`src/logic/timer_defs.svh`:
```
`ifndef TIMER_DEFS_SVH
`define TIMER_DEFS_SVH

// ****************************************
// Register offsets
// ****************************************
`define ADR_CTRL       4'h0
`define ADR_CNT_HI     4'h1
`define ADR_CNT_LO     4'h2
`define ADR_MOD_HI     4'h3
`define ADR_MOD_LO     4'h4
`define ADR_CH0_CTRL   4'h5
`define ADR_CH_STRIDE  4'h3
`define ADR_VAL_HI     4'h1
`define ADR_VAL_LO     4'h2

// ****************************************
// Field positions
// ****************************************
`define CTRL_FLAG      7
`define CTRL_IE        6
`define CTRL_STOP      5
`define CTRL_CLR       4
`define CTRL_PS_HI     2
`define CTRL_PS_LO     0
`define CH_FLAG        7
`define CH_IE          6
`define CH_LINK        5
`define CH_MODEA       4
`define CH_ELS_HI      3
`define CH_ELS_LO      2
`define CH_TOV         1

// ****************************************
// Encodings and reset values
// ****************************************
`define PS_EXT         3'h7
`define PS_RST         3'h0
`define MOD_RST        16'hFFFF
`define VAL_RST        16'h0000
`define CNT_RST        16'h0000
`define ELS_OFF        2'h0
`define ELS_A          2'h1
`define ELS_B          2'h2
`define ELS_AB         2'h3
`define PIN_CH0        0
`define PIN_CH1        1
`define PIN_CLK        2

`endif

```
`src/logic/timer_pkg.sv`:
```
package timer_pkg;

  typedef struct packed {
    logic       irq_en;
    logic       link;
    logic       mode_a;
    logic [1:0] els;
    logic       tov;
  } ch_cfg_s;

  typedef struct packed {
    logic capture;
    logic match;
  } ch_evt_s;

endpackage

```
`src/logic/pin_sync.sv`:
```
`timescale 1ns/1ps
`default_nettype none

module pin_sync #(
  parameter int WIDTH = 3
) (
  input  wire logic             clk_in,
  input  wire logic             rst_n_in,
  input  wire logic [WIDTH-1:0] raw_in,
  output var  logic [WIDTH-1:0] level_out
);

  logic [WIDTH-1:0] s1_r;
  logic [WIDTH-1:0] s2_r;
  logic [WIDTH-1:0] s3_r;

  // First stage feeds only the second
  always_ff @(posedge clk_in or negedge rst_n_in) begin
    if (!rst_n_in) begin
      s1_r <= '0;
      s2_r <= '0;
      s3_r <= '0;
    end else begin
      s1_r <= raw_in;
      s2_r <= s1_r;
      s3_r <= s2_r;
    end
  end

  // Level moves only when stages two and three agree
  always_ff @(posedge clk_in or negedge rst_n_in) begin
    if (!rst_n_in) begin
      level_out <= '0;
    end else begin
      for (int i = 0; i < WIDTH; i++) begin
        if (s2_r[i] == s3_r[i]) begin
          level_out[i] <= s3_r[i];
        end
      end
    end
  end

endmodule

`default_nettype wire

```
`src/logic/timer_channel.sv`:
```
`timescale 1ns/1ps
`default_nettype none

module timer_channel #(
  parameter int CW = 16
) (
  input  wire logic              clk_in,
  input  wire logic              rst_n_in,
  input  wire timer_pkg::ch_cfg_s cfg_in,
  input  wire logic [CW-1:0]     value_in,
  input  wire logic [CW-1:0]     count_in,
  input  wire logic              count_upd_in,
  input  wire logic              ovf_in,
  input  wire logic              run_in,
  input  wire logic              pin_lvl_in,
  output var  timer_pkg::ch_evt_s evt_out,
  output var  logic              drive_lvl_out
);
  import timer_pkg::*;
  `include "timer_defs.svh"

  logic pin_prev_r;
  logic rise;
  logic fall;
  logic is_cmp;
  logic is_cap;
  logic lvl_nxt;

  // Link has priority over mode select A
  assign is_cmp = cfg_in.link | cfg_in.mode_a;
  assign is_cap = ~is_cmp;
  assign rise   = pin_lvl_in & ~pin_prev_r;
  assign fall   = ~pin_lvl_in & pin_prev_r;

  always_ff @(posedge clk_in or negedge rst_n_in) begin
    if (!rst_n_in) begin
      pin_prev_r <= 1'b0;
    end else begin
      pin_prev_r <= pin_lvl_in;
    end
  end

  always_comb begin
    evt_out.capture = 1'b0;
    if (is_cap && run_in) begin
      unique case (cfg_in.els)
        `ELS_A:  evt_out.capture = rise;
        `ELS_B:  evt_out.capture = fall;
        `ELS_AB: evt_out.capture = rise | fall;
        default: evt_out.capture = 1'b0;
      endcase
    end
    // Live compare: a value already passed waits a full period
    evt_out.match = is_cmp & count_upd_in & (count_in == value_in);
  end

  always_comb begin
    lvl_nxt = drive_lvl_out;
    if (evt_out.match) begin
      unique case (cfg_in.els)
        `ELS_A:  lvl_nxt = ~drive_lvl_out;
        `ELS_B:  lvl_nxt = 1'b0;
        `ELS_AB: lvl_nxt = 1'b1;
        default: lvl_nxt = drive_lvl_out;
      endcase
    end
    if (ovf_in && cfg_in.tov && is_cmp) begin
      lvl_nxt = ~lvl_nxt;
    end
  end

  always_ff @(posedge clk_in or negedge rst_n_in) begin
    if (!rst_n_in) begin
      drive_lvl_out <= 1'b0;
    end else begin
      drive_lvl_out <= lvl_nxt;
    end
  end

endmodule

`default_nettype wire

```
`src/logic/timer_unit.sv`:
```
`timescale 1ns/1ps
`default_nettype none

module timer_unit #(
  parameter int CW = 16,
  parameter int NP = 3
) (
  input  wire logic          CLK_IN,
  input  wire logic          RST_N_IN,
  input  wire logic [3:0]    ADDR_IN,
  input  wire logic [7:0]    WDATA_IN,
  input  wire logic          WR_IN,
  input  wire logic          RD_IN,
  output var  logic [7:0]    RDATA_OUT,
  input  wire logic [NP-1:0] PORT_A_OUT_IN,
  input  wire logic [NP-1:0] PORT_A_OE_IN,
  input  wire logic [NP-1:0] PIN_IN,
  output var  logic [NP-1:0] PIN_OUT,
  output var  logic [NP-1:0] PIN_OE_OUT,
  output var  logic          IRQ_OVF_OUT,
  output var  logic [1:0]    IRQ_CH_OUT
);
  import timer_pkg::*;
  `include "timer_defs.svh"

  // ****************************************
  // Declarations
  // ****************************************
  logic [CW-1:0]   cnt_r;
  logic [CW-1:0]   mod_r;
  logic [CW-1:0]   val_r [2];
  logic [5:0]      pre_r;
  logic [5:0]      pre_mask;
  logic [2:0]      ps_r;
  logic            stop_r;
  logic            ovf_flag_r;
  logic            ovf_ie_r;
  logic            upd_r;
  logic            tick;
  logic            clr;
  logic            ext_prev_r;
  logic            ovf_evt;
  logic            active_r;
  logic            last_wr_r;
  logic            link;
  logic [NP-1:0]   pin_lvl;
  logic [1:0]      ch_flag_r;
  ch_cfg_s         cfg_r [2];
  ch_cfg_s         cfg_eff [2];
  ch_evt_s         evt [2];
  logic [1:0]      drive_lvl;
  logic [CW-1:0]   cmp_val [2];
  logic [7:0]      rd_mux;
  logic [1:0]      wr_ctl;
  logic [1:0]      wr_hi;
  logic [1:0]      wr_lo;
  logic [1:0]      rd_ctl;
  logic [1:0]      rd_hi;
  logic [1:0]      rd_lo;
  logic [1:0]      own_out;

  // ****************************************
  // Address decode
  // ****************************************
  always_comb begin
    for (int i = 0; i < 2; i++) begin
      wr_ctl[i] = WR_IN && (ADDR_IN == 4'(`ADR_CH0_CTRL + i * `ADR_CH_STRIDE));
      wr_hi[i]  = WR_IN && (ADDR_IN == 4'(`ADR_CH0_CTRL + i * `ADR_CH_STRIDE + `ADR_VAL_HI));
      wr_lo[i]  = WR_IN && (ADDR_IN == 4'(`ADR_CH0_CTRL + i * `ADR_CH_STRIDE + `ADR_VAL_LO));
      rd_ctl[i] = (ADDR_IN == 4'(`ADR_CH0_CTRL + i * `ADR_CH_STRIDE));
      rd_hi[i]  = (ADDR_IN == 4'(`ADR_CH0_CTRL + i * `ADR_CH_STRIDE + `ADR_VAL_HI));
      rd_lo[i]  = (ADDR_IN == 4'(`ADR_CH0_CTRL + i * `ADR_CH_STRIDE + `ADR_VAL_LO));
    end
  end

  assign clr = WR_IN && (ADDR_IN == `ADR_CTRL) && WDATA_IN[`CTRL_CLR];

  // ****************************************
  // Pin synchronisers
  // ****************************************
  pin_sync #(
    .WIDTH    (NP)
  ) u_sync (
    .clk_in    (CLK_IN),
    .rst_n_in  (RST_N_IN),
    .raw_in    (PIN_IN),
    .level_out (pin_lvl)
  );

  // ****************************************
  // Prescaler
  // ****************************************
  always_ff @(posedge CLK_IN or negedge RST_N_IN) begin
    if (!RST_N_IN) begin
      pre_r      <= '0;
      ext_prev_r <= 1'b0;
    end else begin
      pre_r      <= clr ? 6'h00 : 6'(pre_r + 6'h01);
      ext_prev_r <= pin_lvl[`PIN_CLK];
    end
  end

  // Divide by 2**select; the top code takes the external pin's rising edge
  assign pre_mask = 6'((7'h01 << ps_r) - 7'h01);
  assign tick     = (ps_r == `PS_EXT) ? (pin_lvl[`PIN_CLK] & ~ext_prev_r)
                                      : ((pre_r & pre_mask) == pre_mask);

  // ****************************************
  // Counter
  // ****************************************
  always_ff @(posedge CLK_IN or negedge RST_N_IN) begin
    if (!RST_N_IN) begin
      cnt_r <= `CNT_RST;
      upd_r <= 1'b0;
    end else begin
      upd_r <= tick & ~stop_r & ~clr;
      if (clr) begin
        cnt_r <= `CNT_RST;
      end else if (tick && !stop_r) begin
        // Natural wrap covers a limit written below the count
        cnt_r <= (cnt_r == mod_r) ? `CNT_RST : CW'(cnt_r + 1'b1);
      end
    end
  end

  assign ovf_evt = upd_r & (cnt_r == mod_r);

  // ****************************************
  // Global control
  // ****************************************
  always_ff @(posedge CLK_IN or negedge RST_N_IN) begin
    if (!RST_N_IN) begin
      ps_r     <= `PS_RST;
      stop_r   <= 1'b1;
      ovf_ie_r <= 1'b0;
      mod_r    <= `MOD_RST;
    end else begin
      if (WR_IN && ADDR_IN == `ADR_CTRL) begin
        ps_r     <= WDATA_IN[`CTRL_PS_HI:`CTRL_PS_LO];
        stop_r   <= WDATA_IN[`CTRL_STOP];
        ovf_ie_r <= WDATA_IN[`CTRL_IE];
      end
      if (WR_IN && ADDR_IN == `ADR_MOD_HI) begin
        mod_r[15:8] <= WDATA_IN;
      end
      if (WR_IN && ADDR_IN == `ADR_MOD_LO) begin
        mod_r[7:0] <= WDATA_IN;
      end
    end
  end

  // Set wins over a same-cycle clear
  always_ff @(posedge CLK_IN or negedge RST_N_IN) begin
    if (!RST_N_IN) begin
      ovf_flag_r <= 1'b0;
    end else if (ovf_evt) begin
      ovf_flag_r <= 1'b1;
    end else if (WR_IN && ADDR_IN == `ADR_CTRL && !WDATA_IN[`CTRL_FLAG]) begin
      ovf_flag_r <= 1'b0;
    end
  end

  // ****************************************
  // Channel control and values
  // ****************************************
  always_ff @(posedge CLK_IN or negedge RST_N_IN) begin
    if (!RST_N_IN) begin
      for (int i = 0; i < 2; i++) begin
        cfg_r[i] <= '0;
        val_r[i] <= `VAL_RST;
      end
    end else begin
      for (int i = 0; i < 2; i++) begin
        if (wr_ctl[i]) begin
          cfg_r[i].irq_en <= WDATA_IN[`CH_IE];
          cfg_r[i].link   <= (i == 0) ? WDATA_IN[`CH_LINK] : 1'b0;
          cfg_r[i].mode_a <= WDATA_IN[`CH_MODEA];
          cfg_r[i].els    <= WDATA_IN[`CH_ELS_HI:`CH_ELS_LO];
          cfg_r[i].tov    <= WDATA_IN[`CH_TOV];
        end
        if (evt[i].capture) begin
          val_r[i] <= cnt_r;
        end else begin
          if (wr_hi[i]) begin
            val_r[i][15:8] <= WDATA_IN;
          end
          if (wr_lo[i]) begin
            val_r[i][7:0] <= WDATA_IN;
          end
        end
      end
    end
  end

  always_ff @(posedge CLK_IN or negedge RST_N_IN) begin
    if (!RST_N_IN) begin
      ch_flag_r <= '0;
    end else begin
      for (int i = 0; i < 2; i++) begin
        if (evt[i].capture || evt[i].match) begin
          ch_flag_r[i] <= 1'b1;
        end else if (wr_ctl[i] && !WDATA_IN[`CH_FLAG]) begin
          ch_flag_r[i] <= 1'b0;
        end
      end
    end
  end

  // ****************************************
  // Buffered link
  // ****************************************
  assign link = cfg_r[0].link;

  // Active pair follows the last written pair, switched only at overflow
  always_ff @(posedge CLK_IN or negedge RST_N_IN) begin
    if (!RST_N_IN) begin
      active_r  <= 1'b0;
      last_wr_r <= 1'b0;
    end else if (!link) begin
      active_r  <= 1'b0;
      last_wr_r <= 1'b0;
    end else begin
      if (wr_hi[1] || wr_lo[1]) begin
        last_wr_r <= 1'b1;
      end else if (wr_hi[0] || wr_lo[0]) begin
        last_wr_r <= 1'b0;
      end
      if (ovf_evt) begin
        active_r <= last_wr_r;
      end
    end
  end

  // Channel 1 control is dead while linked
  assign cfg_eff[0] = cfg_r[0];
  assign cfg_eff[1] = link ? ch_cfg_s'('0) : cfg_r[1];
  assign cmp_val[0] = (link && active_r) ? val_r[1] : val_r[0];
  assign cmp_val[1] = val_r[1];

  // ****************************************
  // Channels
  // ****************************************
  for (genvar g = 0; g < 2; g++) begin : g_ch
    timer_channel #(
      .CW (CW)
    ) u_ch (
      .clk_in        (CLK_IN),
      .rst_n_in      (RST_N_IN),
      .cfg_in        (cfg_eff[g]),
      .value_in      (cmp_val[g]),
      .count_in      (cnt_r),
      .count_upd_in  (upd_r),
      .ovf_in        (ovf_evt),
      .run_in        (~stop_r),
      .pin_lvl_in    (pin_lvl[g]),
      .evt_out       (evt[g]),
      .drive_lvl_out (drive_lvl[g])
    );
  end

  // ****************************************
  // Pin sharing
  // ****************************************
  always_comb begin
    for (int i = 0; i < 2; i++) begin
      own_out[i] = (cfg_eff[i].link | cfg_eff[i].mode_a) & (cfg_eff[i].els != `ELS_OFF);
    end
  end

  // Timer drives a pin while a compare action is set; an armed capture or the external clock forces its enable low
  always_comb begin
    PIN_OUT    = PORT_A_OUT_IN;
    PIN_OE_OUT = PORT_A_OE_IN;
    for (int i = 0; i < 2; i++) begin
      if (own_out[i]) begin
        PIN_OUT[i]    = drive_lvl[i];
        PIN_OE_OUT[i] = 1'b1;
      end else if (cfg_eff[i].els != `ELS_OFF) begin
        PIN_OE_OUT[i] = 1'b0;
      end
    end
    if (ps_r == `PS_EXT) begin
      PIN_OE_OUT[`PIN_CLK] = 1'b0;
    end
  end

  assign IRQ_OVF_OUT = ovf_flag_r & ovf_ie_r;
  assign IRQ_CH_OUT[0] = ch_flag_r[0] & cfg_eff[0].irq_en;
  assign IRQ_CH_OUT[1] = ch_flag_r[1] & cfg_eff[1].irq_en;

  // ****************************************
  // Read path
  // ****************************************
  always_comb begin
    rd_mux = 8'h00;
    unique case (ADDR_IN)
      `ADR_CTRL:   rd_mux = {ovf_flag_r, ovf_ie_r, stop_r, 2'h0, ps_r};
      `ADR_CNT_HI: rd_mux = cnt_r[15:8];
      `ADR_CNT_LO: rd_mux = cnt_r[7:0];
      `ADR_MOD_HI: rd_mux = mod_r[15:8];
      `ADR_MOD_LO: rd_mux = mod_r[7:0];
      default:     rd_mux = 8'h00;
    endcase
    for (int i = 0; i < 2; i++) begin
      if (rd_ctl[i]) begin
        rd_mux = {ch_flag_r[i], cfg_r[i].irq_en, cfg_r[i].link, cfg_r[i].mode_a,
                  cfg_r[i].els, cfg_r[i].tov, 1'b0};
      end else if (rd_hi[i]) begin
        rd_mux = val_r[i][15:8];
      end else if (rd_lo[i]) begin
        rd_mux = val_r[i][7:0];
      end
    end
  end

  always_ff @(posedge CLK_IN or negedge RST_N_IN) begin
    if (!RST_N_IN) begin
      RDATA_OUT <= 8'h00;
    end else begin
      RDATA_OUT <= RD_IN ? rd_mux : 8'h00;
    end
  end
endmodule

`default_nettype wire

```
`config.mk`:
```
export PLATFORM = sky130hd
export DESIGN_NAME = timer_unit
export DESIGN_NICKNAME = d
export VERILOG_FILES = /design/src/logic/timer_pkg.sv /design/src/logic/pin_sync.sv /design/src/logic/timer_channel.sv /design/src/logic/timer_unit.sv
export VERILOG_INCLUDE_DIRS = /design/src /design/src/logic
export SDC_FILE = /design/constraint.sdc
export NUM_CORES = 1
export LEC_CHECK = 0
export BUFFER_PORTS_ARGS = -buffer_cell sky130_fd_sc_hd__buf_2
export CORE_MARGIN = 10
export CORE_UTILIZATION = 56
export CTS_CLUSTER_DIAMETER = 120
export DETAILED_ROUTE_END_ITERATION = 16
export PLACE_DENSITY_LB_ADDON = 0.05
export SYNTH_ARGS = -nofsm -noshare
export SYNTH_HDL_FRONTEND = slang
export SYNTH_SLANG_ARGS = --single-unit
```
`constraint.sdc`:
```
create_clock -name CLK_IN -period 2.7 [get_ports CLK_IN]
set_clock_uncertainty 0.2 [all_clocks]
set_input_delay 0.27 -clock CLK_IN [delete_from_list [all_inputs] [get_ports CLK_IN]]
set_output_delay 0.27 -clock CLK_IN [all_outputs]
set_load 0.01 [all_outputs]
```
==> results of run 1 <==
state kept, by name, indices dropped and copies added, names as in the netlist, 2 cells and up:
register,cells
mod_r,16
ch_flag_r,2
u_sync.s3_r,3
u_sync.s1_r,3
cnt_r,16
cmp_val,16
pre_r,6
u_sync.level_out,3
cfg_r,5
RDATA_OUT,8
g_ch.u_ch.drive_lvl_out,2
ps_r,3
val_r,16
u_sync.s2_r,3
g_ch.u_ch.pin_prev_r,2
cfg_eff,5
cell families (layout without fill, tap and decap cells):
logic type,Yosys count,count (layout),synth area share
multiplexers,81,81,0.131
XOR/XNOR,43,43,0.0546
buffers and inverters,72,155,0.0439
flip-flops,117,117,0.428
AO/OA/AOI/OAI,153,153,0.142
adder cells (fa/ha/maj),10,10,0.0171
AND/OR/NAND/NOR,249,251,0.183
cell type report:
cell class | instances | area, um^2
Multi-Input combinational cell | 538 | 3790
Fill cell | 937 | 3630
Sequential cell | 117 | 2950
Timing Repair Buffer | 101 | 704
Clock buffer | 24 | 502
Tap cell | 147 | 184
Clock inverter | 8 | 169
Inverter | 22 | 82.6
final timing paths:
path	startpoint	slack, ns	end	cells past startpoint
hold reg to reg	u_sync.s1_r[1]	0.15	u_sync.s2_r[1]	0
hold / removal	WDATA_IN[3]	0.08	cfg_r[2]	2
setup / recovery	ps_r[0]	-0.02	cnt_r[11]	10
setup reg to reg	ps_r[0]	-0.02	cnt_r[11]	10
max in group asynchronous	RST_N_IN	1.43	mod_r[3]	3
min in group asynchronous	RST_N_IN	0.18	g_ch[1].u_ch.pin_prev_r	2
power breakdown:
group / leakage (nW) / switching, mW / internal [mW] / total [mW]
sequential: 1.44 / 0.758 / 2.31 / 3.07
clock: 0.330 / 0.806 / 1.76 / 2.56
combinational: 2.01 / 1.42 / 1.29 / 2.71
total: 3.78 / 2.98 / 5.36 / 8.35
critical path: cells and delay by family, from the launching register on:
| family | cells | cell delay [ns] |
|---|---|---|
| simple gates | 4 | 0.70 |
| fa+ha+maj | 1 | 0.22 |
| buf+inv | 2 | 0.29 |
| xor+xnor | 1 | 0.12 |
| compound gates | 2 | 0.70 |
| flops | 1 | 0.37 |
cell usage in the layout, fill, tap and decap left out, types with 9 or more instances in the layout:
master	synthesis	final
sky130_fd_sc_hd__nand2b_1	17	17
sky130_fd_sc_hd__buf_4	1	55
sky130_fd_sc_hd__a211o_1	9	9
sky130_fd_sc_hd__xnor2_1	28	27
sky130_fd_sc_hd__dfrtp_1	100	97
sky130_fd_sc_hd__nor2b_1	12	11
sky130_fd_sc_hd__clkbuf_16	0	17
sky130_fd_sc_hd__mux2_2	35	34
sky130_fd_sc_hd__nor2_1	44	40
sky130_fd_sc_hd__o21ai_0	60	60
sky130_fd_sc_hd__buf_2	11	38
sky130_fd_sc_hd__nor3_2	1	9
sky130_fd_sc_hd__inv_1	22	22
sky130_fd_sc_hd__a21oi_1	26	25
sky130_fd_sc_hd__nand3_1	20	19
sky130_fd_sc_hd__nor3_1	24	15
sky130_fd_sc_hd__and3_1	14	14
sky130_fd_sc_hd__xor2_1	15	15
sky130_fd_sc_hd__nand2_1	69	68
sky130_fd_sc_hd__dfstp_2	17	17
sky130_fd_sc_hd__mux2i_1	42	42
layer usage:
layer / wire [um] / track usage / vias to the layer above
met5: 11 / 0 / -
met4: 716 / 0.105 / 2
met2: 10100 / 0.413 / 296
met1: 9790 / 0.363 / 3060
met3: 1800 / 0.0560 / 56
li1: - / - / 2717
repair_timing:
item,CTS,global route
gates cloned,1,1
gates resized for setup,10,24
setup buffers,2,1
pin swaps,8,23
hold endpoints to repair,44,0
setup endpoints to repair,16,17
hold buffers,5,0
metrics by stage:
step	cells	worst slack (ns)	utilization
4_1_cts	955	-0.0517	0.689
3_3_place_gp	915	-0.293	0.624
2_1_floorplan	725	0.0156	-
5_1_grt	957	-0.0908	0.698
3_5_place_dp	915	-0.446	0.624
6_report	957	-0.0235	0.698
==> impl_summary.txt, run 1 <==
----------------------------------------------------
[Pwr]
  Worst voltage drop across the vdd grid ... 782 uV
  Total design power ... 8.35 mW
  Areal power density over the cells ... 995 nW/um^2
  Leak pwr ... 3.78 nW

[Timing]
  Pins Over Slew Limit ... 0
  Highest Clock Rate ... 367 MHz
  Post-Route Setup TNS ... -0.0577 ns
  Slew Limit Headroom ... 0.589
  Hold slack final ... 0.0827 ns
  Setup repair after global routing missed its margin ... true
  Count of endpoints failing hold in the final timing report ... 0
  Final setup slack of the worst path ... -0.0235 ns
  Post-route clock period utilization ... 1.01
  Number of setup violations in the final report ... 5
  Worst Max-Slew Pin Slew ... 0.615 ns
  Final critical-path required period ... 2.72 ns

[Setup path]
  Critical path required time ... 2.80 ns
  CP arrival ... 2.83 ns
  Cell-by-cell listing of the critical path ... or3_1, ha_2, buf_4, xnor2_2, nor2_1, o32a_1, buf_6, nor2_4, nor2_4, a221o_1
  Worst Setup End Kind ... flop
  Category of the critical setup timing path ... flop to flop
  Crit path launch type ... flop
  Critical Path Most Common Cell ... sky130_fd_sc_hd__nor2_4
  Slowest library cell on the worst path ... sky130_fd_sc_hd__o32a_1
  Delay of the slowest critical-path stage ... 0.38 ns
  Maximum fanout along the worst path ... 8

[Placed design]
  IO Port Bufs ... 39
  Standard cell area after detailed placement ... 7500 um^2
  Routability cong. ... 0.963
  DP HPWL ... 15700 um

[CTS]
  Total clock sinks ... 117
  Number of buffers created by CTS ... 17
  Maximum root-to-sink buffer count ... 2
  Reg clk slew, reported paths ... 0.06 ns
  Level count of the clock H-tree ... 4
  TritonCTS clock tree ... yes
  Root Buffer Master ... sky130_fd_sc_hd__clkbuf_16
  Later-pin clock latency in the skew report ... 0.42 ns

[Detailed routing]
  Total number of vias ... 6131
  Drt first-iter violations ... 702
  Number of detailed-route iterations in the first pass ... 5
  Routed vias/inst ... 6.41
  Detailed Route WL ... 22400 um
  Remaining antenna violation count after routing ... 0
  Routed wire per std cell ... 23.4 um
  DRC violation count after routing ... 0

[Logic synthesis]
  Number of flops mapped to enable cells by yosys ... 0
  Fraction of synthesized cell area taken by the top area cell type ... 0.363
  Mean cell area of the mapped netlist ... 9.51 um^2
  Syn_nets ... 757
  Leading post-synthesis cells by cell area ... sky130_fd_sc_hd__dfrtp_1 (36%), sky130_fd_sc_hd__dfstp_2 (6.5%), sky130_fd_sc_hd__mux2i_1 (6.1%)
  Warnings from Yosys ... 0
  Most repeated cell in the gate-level netlist after synthesis ... sky130_fd_sc_hd__dfrtp_1
  Largest area contributor in the synthesized netlist ... sky130_fd_sc_hd__dfrtp_1
  Leading cell types by count after synthesis ... sky130_fd_sc_hd__dfrtp_1 (100), sky130_fd_sc_hd__nand2_1 (69), sky130_fd_sc_hd__o21ai_0 (60)
  Sequential fraction of the synthesis area ... 0.428
  Main synth FF type ... sky130_fd_sc_hd__dfrtp_1
  Post-Syn Instances ... 725
  Yosys reg bits ... 117
  Distinct cell type count after synthesis ... 70
  Share of flip-flops with an asynchronous set or reset ... 1.00
  Netlist area before placement ... 6890 um^2

[Floorplan]
  Die Footprint ... 17100 um^2
  Rows ... 40
  DIE WIDTH ... 131 um
  Initial Util ... 0.574
  Chip height ... 131 um
  Number of ports placed on the die boundary ... 42
  Standard cell core area ... 12000 um^2

[Layout]
  Fin area ... 8390 um^2
  Fraction of layout instances using a drive strength above 1 ... 0.270
  Layout Area Growth over Synthesis ... 21.7%
  Number of antenna cells inserted ... 0
  Final #Nets ... 829

[Global route]
  Antenna violations before repair ... 1
  Overall fraction of global-route tracks in use ... 0.268
  Leftover overflow at the end of global routing ... 0
  Number of global-route vias before repair ... 5983
  First-pass GRT wire length ... 34500 um
  Pin count of the biggest net entering global routing ... 44

[Hold path]
  Hold crit path type ... input port to flop

[Status]
  Violations in the final reports ... negative setup slack
  Result of the run ... complete, but fails checks

[Job]
  Max capacitance violation total ... 0

----------------------------------------------------
(Power assumes the default switching activity.)
==> inputs of run 2 (changes only) <==
- PLACE_DENSITY: unset -> 0.85
- PLACE_DENSITY_LB_ADDON: 0.05 -> unset
==> run 2 against run 1 <==
Highest routed layer is now met4; setup slack better by 0.022 ns; total power rose by 1.8%; cell count fell by 0.52%; clock power up 5%; the run still ends with negative setup slack left; first-iteration DRC count increased by 14%; via count is 3.3% higher; sequential share of layout area barely moved; sequential cell count unchanged; wire length up 2.6%.
==> impl_summary.txt, run 2 (synthesis results as in run 1) <==
----------------------------------------------------
[Status]
  Result of the run ... complete, but fails checks
  Violations in the final reports ... negative setup slack

[Layout]
  Fraction of layout instances using a drive strength above 1 ... 0.268
  Most frequent standard cell in the layout excluding fill and tap cells ... sky130_fd_sc_hd__dfrtp_1
  Final design utilization ... 0.699
  Final #Nets ... 824
  Fillers ... 879
  Number of antenna cells inserted ... 0
  Count of placed standard cells in the final layout, fillers left out ... 952
  Layout Area Growth over Synthesis ... 21.8%
  Leading cell types in the layout, fill and taps excluded ... sky130_fd_sc_hd__dfrtp_1 (97), sky130_fd_sc_hd__nand2_1 (68), sky130_fd_sc_hd__o21ai_0 (60), sky130_fd_sc_hd__buf_4 (47), sky130_fd_sc_hd__mux2i_1 (42)

[Detailed routing]
  Total number of vias ... 6336
  Routed vias/inst ... 6.66
  DRC violation count after routing ... 0
  Drt first-iter violations ... 799
  Remaining antenna violation count after routing ... 0
  Routed wire per std cell ... 24.1 um
  Number of detailed-route iterations in the first pass ... 7
  Detailed Route WL ... 22900 um

[CTS]
  Level count of the clock H-tree ... 4
  Maximum root-to-sink buffer count ... 2
  Total clock sinks ... 117
  Number of buffers created by CTS ... 17
  Root Buffer Master ... sky130_fd_sc_hd__clkbuf_16
  Reg clk slew, reported paths ... 0.06 ns
  Later-pin clock latency in the skew report ... 0.43 ns
  TritonCTS clock tree ... yes

[Setup path]
  Crit path launch type ... flop
  Worst Setup End Kind ... flop
  Maximum fanout along the worst path ... 8
  Category of the critical setup timing path ... flop to flop
  CP arrival ... 2.80 ns
  Critical path required time ... 2.80 ns

[Global route]
  Pin count of the biggest net entering global routing ... 44
  Antenna violations before repair ... 0
  First-pass GRT wire length ... 35800 um
  Number of global-route vias before repair ... 6320
  Overall fraction of global-route tracks in use ... 0.278
  Leftover overflow at the end of global routing ... 0

[Timing]
  Post-Route Setup TNS ... -0.00141 ns
  Pins Over Slew Limit ... 0
  Final critical-path required period ... 2.70 ns
  Post-route clock period utilization ... 1.00
  Highest Clock Rate ... 370 MHz
  Setup repair after global routing missed its margin ... true
  Slew Limit Headroom ... 0.622
  Worst Max-Slew Pin Slew ... 0.566 ns
  Number of setup violations in the final report ... 2
  Final setup slack of the worst path ... -0.00130 ns
  Count of endpoints failing hold in the final timing report ... 0
  Hold slack final ... 0.0778 ns

[Floorplan]
  DIE WIDTH ... 131 um
  Initial Util ... 0.574
  Rows ... 40
  Standard cell core area ... 12000 um^2
  Number of ports placed on the die boundary ... 42
  Chip height ... 131 um
  Die Footprint ... 17100 um^2

[Pwr]
  Leak pwr ... 3.77 nW
  Areal power density over the cells ... 1010 nW/um^2
  Worst voltage drop across the vdd grid ... 593 uV

[Placed design]
  DP HPWL ... 15800 um
  DP Cell Count ... 911
  IO Port Bufs ... 39
  Worst setup slack after placement ... -0.432 ns
  Routability cong. ... 0.988

[Job]
  Max capacitance violation total ... 0

[Hold path]
  Hold crit path type ... input port to flop

----------------------------------------------------
## run 2: changes by cell type in the layout (fill, tap and decap cells not counted), sizes merged
cell,previous run,this run
clkinvlp,0,3
bufinv,5,7
clkbuf,24,19
inv,22,23
buf,96,91
clkinv,3,2
## run 2: layer usage
| layer | vias to the layer above | share of wire | GRT usage |
|---|---|---|---|
| li1 | 2726 | - | - |
| met1 | 3115 | 0.39 | 0.357 |
| met2 | 414 | 0.46 | 0.432 |
| met3 | 81 | 0.10 | 0.0568 |
| met4 | 0 | 0.048 | 0.154 |
| met5 | - | 0 | 0 |
## run 2: stage by stage
step                      total power [mW]  instance area (um^2)
final                                 8.49                  8400
after global routing                  8.86                  8400
after CTS                             8.34                  8310
after detailed placement              5.51                  7480
after global placement                5.38                  7480
after floorplan                       4.49                  6900
## run 2: cell type report
class / instances / area, um^2 / share of cell area
repair buffers: 96 / 687 / 0.0818
inverters: 22 / 82.6 / 0.00983
flip-flops and latches: 117 / 2950 / 0.352
clock inverters: 13 / 251 / 0.0300
multi-input cells: 538 / 3800 / 0.452
clock buffers: 19 / 443 / 0.0527
well taps: 147 / 184 / 0.0219
## run 2: final timing paths
check	startpoint	end	slack, ns	cells after the start
min in group asynchronous	RST_N_IN	cmp_val[2]	0.16	2
max in group asynchronous	RST_N_IN	mod_r[1]	1.47	3
min reg2reg	u_sync.s1_r[0]	u_sync.s2_r[0]	0.15	0
min	WDATA_IN[7]	cmp_val[7]	0.08	3
max	ps_r[0]	cnt_r[9]	-0.001	9
max reg2reg	ps_r[0]	cnt_r[9]	-0.001	9
## run 2: worst max-delay path, stage by stage, from the launching register on
cell and delay [ns]:
sky130_fd_sc_hd__dfrtp_1 0.40, sky130_fd_sc_hd__or3_4 0.42, sky130_fd_sc_hd__ha_4 0.18, sky130_fd_sc_hd__buf_6 0.12
sky130_fd_sc_hd__xnor2_2 0.16, sky130_fd_sc_hd__nor2_2 0.06, sky130_fd_sc_hd__o32a_4 0.42, sky130_fd_sc_hd__nor2_4 0.19
sky130_fd_sc_hd__nor2_4 0.09, sky130_fd_sc_hd__a221o_1 0.33
## run 2: power by group
part	internal [mW]	switching, mW
registers	2.31	0.819
logic	1.27	1.41
clock network	1.85	0.842
## run 2: timing repair
item                       4_1_cts  5_1_grt
cloned                           1        1
hold endpoints to repair        43        0
pin swaps                       10       15
setup endpoints to repair       17       18
resized for setup               17       20
setup buffers                    2        0
hold buffers                     5        0
